[src/eipc_pkg.sv]
// constants and field layout of the external interrupt and priority block
// Operation
// (RL1) ext2 pending flag cleared when service begins, and by processor write.
// (RL2) ext2 pending flag set on configured trigger, or by processor write.
// (RL3) ext2 type 0: level trigger, low active, high when polarity bit set.
// (RL4) ext2 type 1: edge trigger, falling, rising when polarity bit set.
// (RL5) low basic priority register at 0xB8, bits 6..0 per basic source.
// (RL6) high basic priority register at 0xB7, same bit order.
// (RL7) extended enable register at 0xAD; bit 4 reserved.
// (RL8) system flag request: OR of flags, each gated by its own enable; the bus start and stop detect flags share enable bit 7.
// (RL9) keypad, ADC, SPI requests need flag and matching extended enable.
// (RL10) extended low priority register at 0xAE, same order as enables.
// (RL11) extended high priority register at 0xAF, same order.
// (RL12) software writes zero to reserved bits of these registers.
// (RL13) ext1 pin from 3-bit select; low bits in page-0 config bits 7:6.
// (RL14) ext0 pin from 3-bit select; low bits in page-0 config bits 5:4.
// (RL15) ext2 filter mode: off, 3 clock samples, 3 samples at clock/6.
// (RL16) ext1 filter uses the same two-bit mode code.
// (RL17) ext0 filter uses the same two-bit mode code.
// (RL18) both config registers at 0xC1; page 0 first, page 1 second.
// (RL19) ext2 pin from 2-bit select in page-1 config bits 5:4.
// (RL20) priority pair {high,low}: 11 highest level down to 00 lowest.
// (RL21) global gate off blocks every request; on, each follows its enable.
// (RL22) filtered input changes only after three equal differing samples.
package eipc_pkg;
  localparam logic [7:0] ADDR_EXT_EN = 8'had;
  localparam logic [7:0] ADDR_EXT_PRIO_LO = 8'hae;
  localparam logic [7:0] ADDR_EXT_PRIO_HI = 8'haf;
  localparam logic [7:0] ADDR_BASIC_PRIO_HI = 8'hb7;
  localparam logic [7:0] ADDR_BASIC_PRIO_LO = 8'hb8;
  localparam logic [7:0] ADDR_EXT2_CTRL = 8'hc0;
  localparam logic [7:0] ADDR_EXT_CFG = 8'hc1;
  localparam logic [3:0] PAGE_CFG0 = 4'h0;
  localparam logic [3:0] PAGE_CFG1 = 4'h1;
  // writable bits; reserved bits are stored and read as zero
  localparam logic [7:0] MASK_BASIC_PRIO = 8'h7f;
  localparam logic [7:0] MASK_EXT = 8'hef;
  localparam logic [7:0] MASK_CFG = 8'hf7;
  localparam logic [7:0] MASK_EXT2_CTRL = 8'h0f;
  localparam logic [7:0] RST_REG = 8'h00;
  localparam int BIT_EXT2_POL = 3;
  localparam int BIT_EXT2_EN = 2;
  localparam int BIT_EXT2_FLAG = 1;
  localparam int BIT_EXT2_TYPE = 0;
  localparam int BIT_EN_CMP = 7;
  localparam int BIT_EN_TWI = 6;
  localparam int BIT_EN_KBD = 5;
  localparam int BIT_EN_SYSF = 3;
  localparam int BIT_EN_PCA = 2;
  localparam int BIT_EN_ADC = 1;
  localparam int BIT_EN_SPI = 0;
  localparam int SF_BUS = 7;
  localparam int SF_MCD = 5;
  localparam int SF_RTC = 4;
  localparam int SF_BO1 = 2;
  localparam int SF_BO0 = 1;
  localparam int SF_WDT = 0;
  localparam int CFG0_SEL1_LSB = 6;
  localparam int CFG0_SEL0_LSB = 4;
  localparam int CFG1_SEL1_HI = 7;
  localparam int CFG1_SEL0_HI = 6;
  localparam int CFG1_SEL2_LSB = 4;
  localparam logic [1:0] FLT_OFF = 2'h0;
  localparam logic [1:0] FLT_SYS = 2'h1;
  localparam logic [1:0] FLT_DIV6 = 2'h2;
  localparam logic [2:0] FLT_DIV_LAST = 3'h5;
  localparam logic [1:0] FLT_CNT_LAST = 2'h2;
  localparam int NUM_EXT = 3;
endpackage : eipc_pkg

[src/eipc_flt_if.sv]
// link between the block and one input glitch filter
`timescale 1ns/10ps
interface eipc_flt_if;
  logic raw;
  logic [1:0] mode;
  logic filt;
  modport ctrl (output raw, output mode, input filt);
  modport flt (input raw, input mode, output filt);
endinterface : eipc_flt_if

[src/eipc_filter.sv]
// three-sample glitch filter for one external interrupt input
`timescale 1ns/10ps
module eipc_filter
  import eipc_pkg::*;
(
  input wire logic clk,
  input wire logic rstn,
  eipc_flt_if.flt bus
);
  typedef struct packed {
    logic [2:0] div;
    logic [1:0] cnt;
    logic out;
  } eipc_flt_state_t;

  eipc_flt_state_t s;
  eipc_flt_state_t next_s;
  logic tick;

  always_comb
  begin
    next_s = s;
    tick = (bus.mode == FLT_SYS) || ((bus.mode == FLT_DIV6) && (s.div == FLT_DIV_LAST));
    if (bus.mode == FLT_DIV6)
    begin
      next_s.div = (s.div == FLT_DIV_LAST) ? 3'h0 : 3'(s.div + 3'h1);
    end
    else
    begin
      next_s.div = 3'h0;
    end
    // off and the reserved code both pass the input straight through
    if ((bus.mode != FLT_SYS) && (bus.mode != FLT_DIV6))
    begin
      next_s.out = bus.raw;
      next_s.cnt = 2'h0;
    end
    else if (tick)
    begin
      if (bus.raw == s.out)
      begin
        next_s.cnt = 2'h0;
      end
      else if (s.cnt == FLT_CNT_LAST)
      begin
        next_s.out = bus.raw; // RL22
        next_s.cnt = 2'h0;
      end
      else
      begin
        next_s.cnt = 2'(s.cnt + 2'h1); // RL22
      end
    end
  end

  always_ff @(posedge clk or negedge rstn)
  begin
    if (!rstn)
    begin
      s <= '{div: 3'h0, cnt: 2'h0, out: 1'b1};
    end
    else
    begin
      s <= next_s;
    end
  end

  assign bus.filt = s.out;
endmodule : eipc_filter

[src/eipc_top.sv]
// external interrupt pin select, filtering, ext2 flag, enables and priorities
`timescale 1ns/10ps
module eipc_top
  import eipc_pkg::*;
(
  input wire logic clk,
  input wire logic rstn,
  input wire logic [7:0] sfr_addr,
  input wire logic [3:0] sfr_page,
  input wire logic sfr_wr,
  input wire logic sfr_rd,
  input wire logic [7:0] sfr_wdata,
  output logic [7:0] sfr_rdata,
  input wire logic [7:0] ext0_pins,
  input wire logic [7:0] ext1_pins,
  input wire logic [3:0] ext2_pins,
  input wire logic global_irq_gate,
  input wire logic ext2_service_ack,
  input wire logic comparator_flag,
  input wire logic twowire_flag,
  input wire logic keypad_flag,
  input wire logic pca_flag,
  input wire logic adc_done_flag,
  input wire logic spi_done_flag,
  input wire logic missing_clock_flag,
  input wire logic rtc_overflow_flag,
  input wire logic brownout1_flag,
  input wire logic brownout0_flag,
  input wire logic watchdog_overflow_flag,
  input wire logic bus_start_detect_flag,
  input wire logic bus_stop_detect_flag,
  input wire logic uart_tx_flag,
  input wire logic uart_tx_sysflag_en,
  input wire logic [7:0] sysflag_enable_reg,
  output logic ext0_level,
  output logic ext1_level,
  output logic ext2_pending_flag,
  output logic ext2_irq_req,
  output logic comparator_irq_req,
  output logic twowire_irq_req,
  output logic keypad_irq_req,
  output logic sysflag_irq_req,
  output logic pca_irq_req,
  output logic adc_irq_req,
  output logic spi_irq_req,
  output logic [6:0][1:0] basic_prio,
  output logic [7:0][1:0] ext_prio
);
  typedef struct packed {
    logic [7:0] extended_irq_enable;
    logic [7:0] extended_priority_low;
    logic [7:0] extended_priority_high;
    logic [7:0] basic_priority_high;
    logic [7:0] basic_priority_low;
    logic [7:0] ext_irq_config_page0;
    logic [7:0] ext_irq_config_page1;
    logic [7:0] ext2_ctrl;
    logic ext2_active_prev;
    logic [7:0] rdata;
  } eipc_state_t;

  eipc_state_t s;
  eipc_state_t next_s;

  eipc_flt_if flt_bus [NUM_EXT] ();
  logic [NUM_EXT-1:0] chan_raw;
  logic [NUM_EXT-1:0][1:0] chan_mode;
  logic [NUM_EXT-1:0] chan_filt;

  logic [2:0] ext0_pin_select;
  logic [2:0] ext1_pin_select;
  logic [1:0] ext2_pin_select;
  logic ext2_trigger_type;
  logic ext2_polarity_high;
  logic ext2_active;
  logic ext2_hw_set;
  logic sysflag_any;
  logic [7:0] rd_mux;

  assign ext0_pin_select = {s.ext_irq_config_page1[CFG1_SEL0_HI],
                            s.ext_irq_config_page0[CFG0_SEL0_LSB +: 2]}; // RL14
  assign ext1_pin_select = {s.ext_irq_config_page1[CFG1_SEL1_HI],
                            s.ext_irq_config_page0[CFG0_SEL1_LSB +: 2]}; // RL13
  assign ext2_pin_select = s.ext_irq_config_page1[CFG1_SEL2_LSB +: 2]; // RL19

  assign chan_raw[0] = ext0_pins[ext0_pin_select]; // RL14
  assign chan_raw[1] = ext1_pins[ext1_pin_select]; // RL13
  assign chan_raw[2] = ext2_pins[ext2_pin_select]; // RL19

  // filter channel x mode is {page1 bit x, page0 bit x}
  generate
    for (genvar i = 0; i < NUM_EXT; i++)
    begin : g_chan
      assign chan_mode[i] = {s.ext_irq_config_page1[i], s.ext_irq_config_page0[i]}; // RL15 RL16 RL17
      assign flt_bus[i].raw = chan_raw[i];
      assign flt_bus[i].mode = chan_mode[i];
      assign chan_filt[i] = flt_bus[i].filt;
      eipc_filter u_filter (
        .clk(clk),
        .rstn(rstn),
        .bus(flt_bus[i])
      );
    end
  endgenerate

  assign ext0_level = chan_filt[0];
  assign ext1_level = chan_filt[1];

  assign ext2_trigger_type = s.ext2_ctrl[BIT_EXT2_TYPE];
  assign ext2_polarity_high = s.ext2_ctrl[BIT_EXT2_POL];
  assign ext2_active = ext2_polarity_high ? chan_filt[2] : ~chan_filt[2]; // RL3 RL4
  // level mode sets while active, edge mode only on the inactive-to-active change
  assign ext2_hw_set = ext2_trigger_type ? (ext2_active & ~s.ext2_active_prev) // RL4
                                         : ext2_active; // RL3

  always_comb
  begin
    rd_mux = 8'h00;
    case (sfr_addr)
      ADDR_EXT_EN: rd_mux = s.extended_irq_enable;
      ADDR_EXT_PRIO_LO: rd_mux = s.extended_priority_low;
      ADDR_EXT_PRIO_HI: rd_mux = s.extended_priority_high;
      ADDR_BASIC_PRIO_HI: rd_mux = s.basic_priority_high;
      ADDR_BASIC_PRIO_LO: rd_mux = s.basic_priority_low;
      ADDR_EXT2_CTRL: rd_mux = s.ext2_ctrl;
      ADDR_EXT_CFG:
      begin
        if (sfr_page == PAGE_CFG0)
        begin
          rd_mux = s.ext_irq_config_page0; // RL18
        end
        else if (sfr_page == PAGE_CFG1)
        begin
          rd_mux = s.ext_irq_config_page1; // RL18
        end
        else
        begin
          rd_mux = 8'h00;
        end
      end
      default: rd_mux = 8'h00;
    endcase
  end

  always_comb
  begin
    next_s = s;
    next_s.ext2_active_prev = ext2_active;
    if (sfr_rd)
    begin
      next_s.rdata = rd_mux;
    end
    if (sfr_wr)
    begin
      // reserved bits are dropped so they always read back as zero
      case (sfr_addr)
        ADDR_EXT_EN: next_s.extended_irq_enable = sfr_wdata & MASK_EXT; // RL7 RL12
        ADDR_EXT_PRIO_LO: next_s.extended_priority_low = sfr_wdata & MASK_EXT; // RL10
        ADDR_EXT_PRIO_HI: next_s.extended_priority_high = sfr_wdata & MASK_EXT; // RL11
        ADDR_BASIC_PRIO_HI: next_s.basic_priority_high = sfr_wdata & MASK_BASIC_PRIO; // RL6
        ADDR_BASIC_PRIO_LO: next_s.basic_priority_low = sfr_wdata & MASK_BASIC_PRIO; // RL5
        ADDR_EXT2_CTRL: next_s.ext2_ctrl = sfr_wdata & MASK_EXT2_CTRL;
        ADDR_EXT_CFG:
        begin
          if (sfr_page == PAGE_CFG0)
          begin
            next_s.ext_irq_config_page0 = sfr_wdata & MASK_CFG; // RL18
          end
          else if (sfr_page == PAGE_CFG1)
          begin
            next_s.ext_irq_config_page1 = sfr_wdata & MASK_CFG; // RL18
          end
        end
        default: next_s.rdata = next_s.rdata;
      endcase
    end
    // pending flag: service clear, then processor write, hardware set wins last
    if (ext2_service_ack && !(sfr_wr && sfr_addr == ADDR_EXT2_CTRL))
    begin
      next_s.ext2_ctrl[BIT_EXT2_FLAG] = 1'b0; // RL1
    end
    if (ext2_hw_set)
    begin
      next_s.ext2_ctrl[BIT_EXT2_FLAG] = 1'b1; // RL2
    end
  end

  always_ff @(posedge clk or negedge rstn)
  begin
    if (!rstn)
    begin
      s <= '{extended_irq_enable: RST_REG, extended_priority_low: RST_REG,
             extended_priority_high: RST_REG, basic_priority_high: RST_REG,
             basic_priority_low: RST_REG, ext_irq_config_page0: RST_REG,
             ext_irq_config_page1: RST_REG, ext2_ctrl: RST_REG,
             ext2_active_prev: 1'b0, rdata: 8'h00};
    end
    else
    begin
      s <= next_s;
    end
  end

  assign sfr_rdata = s.rdata;
  assign ext2_pending_flag = s.ext2_ctrl[BIT_EXT2_FLAG];

  assign sysflag_any = (missing_clock_flag & sysflag_enable_reg[SF_MCD]) |
                       (rtc_overflow_flag & sysflag_enable_reg[SF_RTC]) |
                       (brownout1_flag & sysflag_enable_reg[SF_BO1]) |
                       (brownout0_flag & sysflag_enable_reg[SF_BO0]) |
                       (watchdog_overflow_flag & sysflag_enable_reg[SF_WDT]) |
                       ((bus_start_detect_flag | bus_stop_detect_flag) &
                        sysflag_enable_reg[SF_BUS]) |
                       (uart_tx_flag & uart_tx_sysflag_en); // RL8

  assign ext2_irq_req = global_irq_gate & s.ext2_ctrl[BIT_EXT2_EN] &
                        s.ext2_ctrl[BIT_EXT2_FLAG]; // RL21
  assign comparator_irq_req = global_irq_gate & s.extended_irq_enable[BIT_EN_CMP] &
                              comparator_flag; // RL21
  assign twowire_irq_req = global_irq_gate & s.extended_irq_enable[BIT_EN_TWI] &
                           twowire_flag; // RL21
  assign keypad_irq_req = global_irq_gate & s.extended_irq_enable[BIT_EN_KBD] &
                          keypad_flag; // RL9
  assign sysflag_irq_req = global_irq_gate & s.extended_irq_enable[BIT_EN_SYSF] &
                           sysflag_any; // RL8
  assign pca_irq_req = global_irq_gate & s.extended_irq_enable[BIT_EN_PCA] & pca_flag; // RL21
  assign adc_irq_req = global_irq_gate & s.extended_irq_enable[BIT_EN_ADC] &
                       adc_done_flag; // RL9
  assign spi_irq_req = global_irq_gate & s.extended_irq_enable[BIT_EN_SPI] &
                       spi_done_flag; // RL9

  // per-source priority code {high,low}; 11 is the highest level
  generate
    for (genvar b = 0; b < 8; b++)
    begin : g_prio
      assign ext_prio[b] = {s.extended_priority_high[b], s.extended_priority_low[b]}; // RL20
      if (b < 7)
      begin : g_basic
        assign basic_prio[b] = {s.basic_priority_high[b], s.basic_priority_low[b]}; // RL20
      end
    end
  endgenerate
endmodule : eipc_top

[config.mk]
export PLATFORM = sky130hd
export DESIGN_NAME = eipc_top
export DESIGN_NICKNAME = d
export VERILOG_FILES = /design/src/eipc_pkg.sv /design/src/eipc_flt_if.sv /design/src/eipc_filter.sv /design/src/eipc_top.sv
export SDC_FILE = /design/constraint.sdc
export NUM_CORES = 1
export LEC_CHECK = 0
export ABC_CLOCK_PERIOD_IN_PS = 1950
export BUFFER_PORTS_ARGS = -buffer_cell sky130_fd_sc_hd__buf_2
export CORE_MARGIN = 2
export CORE_UTILIZATION = 42
export DETAILED_ROUTE_END_ITERATION = 7
export HOLD_SLACK_MARGIN = 0.03
export PLACE_DENSITY = 0.71
export SLEW_MARGIN = 25
export SYNTH_ARGS = -nofsm -noshare
export SYNTH_HDL_FRONTEND = slang
export SYNTH_HIERARCHICAL = 1
export SYNTH_SLANG_ARGS = --single-unit
[constraint.sdc]
create_clock -name clk -period 1.95 [get_ports clk]
set_input_delay 0.39 -clock clk [delete_from_list [all_inputs] [get_ports clk]]
set_output_delay 0.39 -clock clk [all_outputs]
set_load 0.05 [all_outputs]
==> qor.yml, run 1 <==
syn_area_um2: 4440
fin_setup_tns_ps: 0
p_leak_nw: 2.66
synthMuxAreaShare: 0.222
p_total_w: 0.00365
clkSlewWorstSetupHoldPaths_ps: 70
wl_per_cell_um: 17.6
slowest_stage: "mux4_2"
maxCapViolations: 0
fillCellCount: 926
dieArea_um2: 11400
dp_hpwl_um: 8400
grt_max_degree: 30
ys.warnings.count: 6
fin_nets: 538
fin_util: 0.515
yosysMostFrequentCell: "dfrtp_1"
slew_viol_final: 0
hold_violations: 0
synth-main-ff-cell: "dfrtp_1"
cts_root_buf: "clkbuf_8"
die_h_um: 107
place_inst: 587
cp.arrival_ps: 2120
pin_count: 118
grt.total_usage: 0.195
overflow: 0
synth_edf_count: 0
post_synth.cell_area_avg_um2: 12.4
min_period_ps: 1880
grtUsageMet1: 0.255
peakVddDrop_uv: 730
layout-drive-gt1-share: 0.530
powerDensity_nw_per_um2: 690
postPlaceCellArea_um2: 5050
layout.cells.non_filler: 604
cp.required_ps: 2190
synth_area_leader_cell: "dfrtp_1"
critPathKind: "reg2reg"
routed_wl_um: 10600
path_max_fanout: 4
vias: 3278
netlist-cell-type-count: 60
tritoncts: "yes"
busiest_layer: "met2"
period_share: 0.966
diodes: 0
timing.fmax_mhz: 531
drtPass1Iterations: 4
path_cells: "mux4_2 -> mux2_2 -> xnor2_1 -> nor4b_1 -> mux2_2"
cts_buffers: 9
rows: 37
gp_congestion: 0.824
cts_buffer_depth: 2
status: "complete, no violations"
cts_setup_buffers: 0
antenna_left: 0
synthAdderAreaFrac: 0.0169
rsz0062_at_grt: "no"
port_buffers: 113
synth_xor_xnor_area_share: 0.00789
syn_inst: 359
grt_pass1_wl_um: 17000
ys_ff_latch: 80
skew_ps: 20.1
ys_async_sr_fraction: 1.00
die_w_um: 107
grt_pass1_vias: 3322
slowest_delay_ps: 500
startpoint_type: "register"
synth-compound-area-share: 0.0789
clkLatencyLatePin_ps: 360
synth_commonest_cells: "dfrtp_1 (77), mux2_2 (65), buf_4 (40)"
final_area_um2: 5300
start_util: 0.432
syn_to_final_growth_pct: 19.2
route.detailed.drc: 0
setup_violations: 0
synth_top_family_by_area: "multiplexers"
design.core.area_um2: 10300
drt_iter0_drc: 150
vias_per_cell: 5.43
htree_levels: 3
clock-sinks: 80
worst_hold_path_type: "in2reg"
use_met3: 0.0529
met2_usage: 0.319
yosys.area_share.simple: 0.139
ys_seq_area_frac: 0.451
end_kind: "register"
cpMostUsedCell: "mux2_2"
synth_area_leaders: "dfrtp_1 (43%), mux2_2 (16%), buf_4 (6.8%)"
antenna_found_initial: 0
synth_top_area_frac: 0.434
## what timing repair did
item                                   CTS  global route
hold buffers                             1             0
gates resized for setup                  0             4
setup endpoints to repair                0             4
endpoints found under the hold margin   16             0
## registers in the layout, summed over array words and instances (netlist names), 2 cells and up
register,count
g_chan.u_filter/bus.filt,3
ext0_pin_select,3
chan_mode,6
basic_prio,14
ext1_pin_select,3
ext2_pin_select,2
sfr_rdata,8
s,9
g_chan.u_filter/s,15
ext_prio,14
## cell type report
cell class	count	area, µm²	share of cell area
timing repair buffer	140	786	0.148
tap	136	170	0.0321
sequential	80	2010	0.379
clock buffer	13	149	0.0281
multi-input combinational	224	2090	0.394
inverter	8	30.0	0.00567
clock inverter	3	67.6	0.0128
## per-stage QoR
step | hold WS, ps | worst slack (ps)
final | 320 | 66.7
after global routing | 314 | 1.78
after CTS | 309 | 5.99
after detailed placement | 289 | 5.44
after global placement | 286 | 18.1
after floorplan | 94.4 | 10.6
## kinds of logic after synthesis
logic type | Yosys count
muxes | 84
buffers and inverters | 56
AOI/OAI and AO/OA | 45
and+or+nand+nor | 83
other | 1
adders and majority gates | 6
DFF | 80
xor gates and xnor gates | 4
## worst max-delay path, delay by kind of cell (launching register included)
kind | cells | cell delay, ps
AND/OR/NAND/NOR | 1 | 80
XOR/XNOR | 1 | 230
flip-flops | 1 | 410
multiplexers | 3 | 1050
## metal layers
layer	wire, µm	part of all wire	vias up
met2	5220	0.49	101
met4	163	0.015	0
met3	569	0.054	10
met1	4680	0.44	1652
met5	0	0	-
li1	-	-	1515
## where the power goes
group          switching [W]  leakage [nW]  internal, W
Clock               0.000582         0.104     0.000758
Sequential         0.0000513          1.08      0.00172
Combinational       0.000352          1.48     0.000190
Total               0.000985          2.66      0.00267
## cells in the final DEF, fill, tap and decap left out, types with 4 or more instances in the layout
cell,synthesis,layout
dfrtp_1,77,75
o21a_1,4,4
buf_2,1,112
and4b_1,5,5
nand2_1,10,10
mux4_2,5,5
clkbuf_8,0,10
ha_1,6,6
and2b_2,6,6
nor3b_1,5,5
nor2_1,8,8
mux2_2,65,65
a22oi_1,13,13
mux2i_1,11,11
inv_1,8,8
o22ai_1,5,5
buf_4,40,26
and3_1,7,7
nand4_1,6,6
## worst paths after layout
| kind | end | cells past startpoint | slack, ps | startpoint |
|---|---|---|---|---|
| setup / recovery | g_chan[1].u_filter/s[2]$_DFFE_PN0P_ | 5 | 70 | ext1_pin_select[0]$_DFFE_PN0P_ |
| hold / removal | ext0_pin_select[0]$_DFFE_PN0P_ | 2 | 320 | sfr_wdata[4] |
| setup reg to reg | g_chan[1].u_filter/s[2]$_DFFE_PN0P_ | 5 | 70 | ext1_pin_select[0]$_DFFE_PN0P_ |
| hold reg to reg | s[8]$_DFF_PN0_ | 1 | 510 | ext2_polarity_high$_DFFE_PN0P_ |
| max in group asynchronous | basic_prio[1]$_DFFE_PN0P_ | 3 | 970 | rstn |
| min in group asynchronous | ext0_pin_select[1]$_DFFE_PN0P_ | 2 | 440 | rstn |
No activity file was read; power rests on OpenSTA's default activity.
==> run 2, diff against run 1 <==
==> constraint.sdc (replaced) <==
create_clock -name clk -period 1.95 [get_ports clk]
set_input_delay 0.0975 -clock clk [delete_from_list [all_inputs] [get_ports clk]]
set_output_delay 0.0975 -clock clk [all_outputs]
set_load 0.05 [all_outputs]
==> run 2 against run 1 <==
Compared with the run above:
- combinational power fell by 2%
- utilization decreased by 1.1 points
- non-clock buffer count shrank 12
- critical path depth unchanged
- clock-buffer cell count is 1 higher
- clock power fell by 7%
==> qor.yml, run 2 (synthesis gave the netlist of run 1 again) <==
rr_worst_depth: 5  # unchanged
mostFrequentLayoutCell: "buf_2"
die_h_um: 107  # unchanged
diodes: 0  # unchanged
skew_ps: 2.69  # -17.4 ps
rows: 37  # unchanged
seqCellArea_um2: 2010  # unchanged
fin_nets: 526  # -2.2%
max_slew.worst_pin.slew_ps: 626
cts_buffers: 9  # unchanged
tritoncts: "yes"
clkSlewWorstSetupHoldPaths_ps: 80  # about the same
antenna_found_initial: 0  # unchanged
drt_iter0_drc: 153  # +2.0%
timing.fmax_mhz: 533  # +0.34%
path_max_fanout: 4  # unchanged
dp_hpwl_um: 8240  # -1.9%
vias_per_cell: 5.43  # +0.13%
cts_root_buf: "clkbuf_8"
htree_levels: 3  # unchanged
layout-drive-gt1-share: 0.511  # -0.0189
die_w_um: 107  # unchanged
vias: 3217  # -1.9%
drtPass1Iterations: 4  # unchanged
final_cell_mix: "buf_2 (112), dfrtp_1 (75), mux2_2 (65)"
regToRegSetupSlack_ps: 70  # about the same
cp.arrival_ps: 2160  # +40 ps
maxCapViolations: 0  # unchanged
pin_count: 118  # unchanged
crit_start: "ext0_pin_select[0]$_DFFE_PN0P_"
max-slew-margin-rel: 0.583
critPathKind: "reg2reg"
min_period_ps: 1880  # -6.38 ps
peakVddDrop_uv: 289  # -60%
fin_hold_ws_ps: 90.8  # -229 ps
worst_hold_path_type: "in2reg"
rsz0062_at_grt: "no"
slew_viol_final: 0  # unchanged
routed_wl_um: 10800  # +1.3%
multi_input_area_um2: 2070  # -0.66%
overflow: 0  # unchanged
cts_buffer_depth: 2  # unchanged
period_share: 0.963  # -0.00327
antenna_left: 0  # unchanged
gp_congestion: 0.851  # +3.3%
powerDensity_nw_per_um2: 683  # -0.97%
grt_max_degree: 47  # +57%
dieArea_um2: 11400  # unchanged
start_util: 0.432  # unchanged
p_leak_nw: 2.59  # -2.6%
hold_violations: 0  # unchanged
fin_setup_tns_ps: 0  # unchanged
status: "complete, no violations"
startpoint_type: "register"
worstReg2RegEnd: "g_chan[0].u_filter/s[2]$_DFFE_PN0P_"
cp.required_ps: 2240  # +50 ps
wl_per_cell_um: 18.2  # +3.4%
clock-sinks: 80  # unchanged
largest_reg_flops: 15  # unchanged
setup_violations: 0  # unchanged
top_register: "g_chan.u_filter/s"
syn_to_final_growth_pct: 16.6
reg2reg_from: "ext0_pin_select[0]$_DFFE_PN0P_"
grt.total_usage: 0.199  # +0.00381
port_buffers: 113  # unchanged
design.core.area_um2: 10300  # unchanged
end_kind: "register"
route.detailed.drc: 0  # unchanged
clkLatencyLatePin_ps: 340  # -20 ps
grt_pass1_vias: 3371  # +1.5%
fillCellCount: 933  # +0.76%
cp-endpoint: "g_chan[0].u_filter/s[2]$_DFFE_PN0P_"
grt_pass1_wl_um: 17300  # +1.9%
## run 2: what timing repair did
action                                  4_1_cts  5_1_grt
cloned                                        0        0
gates resized for setup                       1        1
hold buffers                                  2        0
endpoints found under the hold margin        46        0
endpoints found under the setup margin        1        3
setup buffers                                 0        1
## run 2: how the worst min path moves through the flow
| stage | from | cells after the start | slack (ps) | to |
|---|---|---|---|---|
| after floorplan | rstn | 0 | -200 | basic_prio[0]$_DFFE_PN0P_ |
| after CTS | sfr_wdata[7] | 2 | 60 | ext_prio[14]$_DFFE_PN0P_ |
| after global placement | rstn | 1 | 150 | g_chan[0].u_filter/s[1]$_DFFE_PN0P_ |
| after global routing | sfr_wdata[7] | 2 | 70 | ext1_pin_select[2]$_DFFE_PN0P_ |
| final | sfr_wdata[7] | 2 | 90 | ext_prio[14]$_DFFE_PN0P_ |
| after detailed placement | rstn | 1 | 160 | g_chan[0].u_filter/s[3]$_DFF_PN0_ |
## run 2: where the power goes
group	internal (W)	total (W)	switching, W
clock network	0.000666	0.00124	0.000570
logic	0.000179	0.000533	0.000354
registers	0.00172	0.00177	0.0000497
## run 2: stage by stage
stage | util | area, µm² | total power (W) | setup slack [ps] | std cells
4_1_cts | 0.503 | 5170 | 0.00358 | 48.3 | 591
5_1_grt | 0.504 | 5180 | 0.00370 | 9.02 | 592
6_report | 0.504 | 5180 | 0.00354 | 73.1 | 592
3_3_place_gp | 0.481 | 4950 | 0.00232 | 119 | 573
2_1_floorplan | - | 4450 | 0.00217 | 180 | 360
3_5_place_dp | 0.481 | 4950 | 0.00233 | 12.1 | 573
## run 2: final cells by class
class                           instances  share of cell area
Multi-Input combinational cell        224               0.400
Sequential cell                        80               0.388
Timing Repair Buffer                  128               0.135
Tap cell                              136              0.0329
Clock buffer                           14              0.0314
Clock inverter                          2             0.00749
Inverter                                8             0.00580
## run 2: metal layers
metal  GRT usage  routed length (µm)  vias to the layer above
li1            -                   -                     1488
met1       0.251                4660                     1629
met2       0.338                5470                       89
met3      0.0578                 526                       11
met4      0.0445                 119                        0
met5           0                   0                        -
## run 2: critical path, cell delays in order, from the launching register on
cell     delay, ps
dfrtp_2        410
mux4_2         490
mux2_2         290
xnor2_1        150
nor4b_1        280
mux2_2         200
==> run 3, diff against run 2 <==
- CORE_UTILIZATION: 42 -> 30
- PLACE_DENSITY: 0.71 -> 0.55
==> run 3 against run 2 <==
Compared with the run above:
- register-to-register slack is essentially flat
- via count rose by 0.78%
- first-iteration DRC count fell by 11%
- routed wire length grew 5.8%
- worst hold slack worse by 19 ps
- clock skew up 7.6 ps
- setup slack lost 8.0 ps
- non-clock buffer count rose by 2
- sequential power is essentially flat
- final cell count increased by 8.4%
- critical path depth stayed put
- combinational power about the same
- largest cell class unchanged
- largest power group unchanged
- highest routed layer unchanged
==> qor.yml, run 3 (synthesis gave the netlist of run 1 again) <==
p_leak_nw: 2.65  # +2.5%
top_register: "g_chan.u_filter/s"
clock-sinks: 80  # unchanged
grt_pass1_wl_um: 18000  # +4.0%
hold_violations: 0  # unchanged
skew_ps: 10.3  # +7.57 ps
mostFrequentLayoutCell: "buf_2"
fin_nets: 528  # +0.38%
rsz0062_at_grt: "yes"
powerDensity_nw_per_um2: 751  # +9.9%
layout-drive-gt1-share: 0.524  # +0.0131
grt_max_degree: 50  # +6.4%
drtPass1Iterations: 4  # unchanged
slowest_delay_ps: 510  # +20 ps
critPathBufInv: 0  # unchanged
routed_wl_um: 11400  # +5.8%
cts_buffers: 9  # unchanged
start_util: 0.307  # -0.125
cp.arrival_ps: 2170  # about the same
peakVddDrop_uv: 366  # +27%
final_cell_mix: "buf_2 (112), dfrtp_1 (75), mux2_2 (65)"
p_total_w: 0.00403  # +14%
fillCellCount: 1421  # +52%
final_area_um2: 5370  # +3.6%
status: "complete, no violations"
timing.fmax_mhz: 531  # -0.42%
path_max_fanout: 3  # -1
route.detailed.drc: 0  # unchanged
dp_hpwl_um: 8710  # +5.7%
slowest_stage: "mux4_2"
htree_levels: 3  # unchanged
antenna_left: 0  # unchanged
path_cells: "mux4_2 -> mux2_2 -> xnor2_2 -> nor4b_1 -> mux2_2"
design.core.area_um2: 14500  # +41%
diodes: 0  # unchanged
worst_hold_path_type: "in2reg"
die_w_um: 126  # +18%
rows: 44  # +19%
port_buffers: 113  # unchanged
cts_root_buf: "clkbuf_16"
largest_reg_flops: 15  # unchanged
fin_util: 0.371  # -0.133
drt_iter0_drc: 136  # -11%
postPlaceCellArea_um2: 5040  # +1.8%
grt.total_usage: 0.146  # -0.0524
slew_viol_final: 0  # unchanged
syn_to_final_growth_pct: 20.8
die_h_um: 126  # +18%
vias_per_cell: 5.05  # -7.1%
min_period_ps: 1880  # +7.95 ps
maxCapViolations: 0  # unchanged
wl_per_cell_um: 17.7  # -2.5%
pin_count: 118  # unchanged
critPathKind: "reg2reg"
cpMostUsedCell: "mux2_2"
grt_pass1_vias: 3398  # +0.80%
clkLatencyLatePin_ps: 340  # about the same
antenna_found_initial: 0  # unchanged
gp_congestion: 0.807  # -5.1%
crit_family: "multiplexers"
setup_violations: 0  # unchanged
vias: 3242  # +0.78%
overflow: 0  # unchanged
clkSlewWorstSetupHoldPaths_ps: 70  # about the same
cts_buffer_depth: 2  # unchanged
startpoint_type: "register"
cp.required_ps: 2230  # about the same
end_kind: "register"
period_share: 0.967  # +0.00408
tritoncts: "yes"
dieArea_um2: 15800  # +38%
## run 3: cell count changes in the layout (fill, tap and decap cells not counted)
cell / previous run / this run
clkbuf_8: 11 / 1
clkbuf_16: 0 / 9
buf_4: 13 / 16
clkbuf_1: 3 / 0
clkinv_4: 1 / 3
clkinv_2: 0 / 1
clkinvlp_4: 0 / 1
dlygate4sd3_1: 2 / 1
xnor2_1: 4 / 3
xnor2_2: 0 / 1
## run 3: final cells by class
type                    instances  area [µm²]  area share
multi-input cells             224        2080       0.388
flip-flops and latches         80        2010       0.374
clock buffers                  10         239      0.0445
inverters                       8        30.0     0.00560
repair buffers                130         711       0.132
clock inverters                 6        68.8      0.0128
well taps                     184         230      0.0429
## run 3: worst reg2reg max path, stage by stage, from the launching register on
cell and delay (ps):
dfrtp_2 420, mux4_2 510, mux2_2 310, xnor2_2 150, nor4b_1 250, mux2_2 200
## run 3: repair_timing
action	in CTS	in global routing
hold buffers	1	0
gates resized for setup	1	2
endpoints found under the hold margin	31	0
buffers inserted	0	0
pin swaps	0	0
endpoints found under the setup margin	1	3
## run 3: power breakdown
part           switching, W  internal [W]  leakage, nW
clock              0.000691       0.00103        0.149
sequential        0.0000510       0.00172         1.08
combinational      0.000356      0.000179         1.43
total               0.00110       0.00293         2.65
## run 3: per-stage QoR
stage	hold WS [ps]	TNS, ps	worst slack (ps)	cells
2_1_floorplan	-198	0	180	360
3_3_place_gp	62.4	0	88.9	625
3_5_place_dp	75.4	0	25.9	625
4_1_cts	67.2	0	52.8	642
5_1_grt	65.7	-42.3	-21.3	642
6_report	72.0	0	65.1	642
## run 3: final timing paths
path	startpoint	endpoint	slack (ps)	cells after the start
hold / removal	sfr_wdata[7]	ext_prio[15]$_DFFE_PN0P_	70	2
hold reg to reg	sfr_rdata[4]$_DFFE_PN0P_	sfr_rdata[4]$_DFFE_PN0P_	520	2
max in group asynchronous	rstn	g_chan[2].u_filter/bus.filt$_DFFE_PN1P_	1040	3
setup reg to reg	ext0_pin_select[0]$_DFFE_PN0P_	g_chan[0].u_filter/s[2]$_DFFE_PN0P_	70	5
min in group asynchronous	rstn	ext_prio[0]$_DFFE_PN0P_	240	2
setup / recovery	ext0_pin_select[0]$_DFFE_PN0P_	g_chan[0].u_filter/s[2]$_DFFE_PN0P_	70	5
## run 3: routing by layer
layer	part of all wire	track usage
met1	0.43	0.188
met2	0.49	0.240
met3	0.048	0.0357
met4	0.026	0.0529
met5	0	0
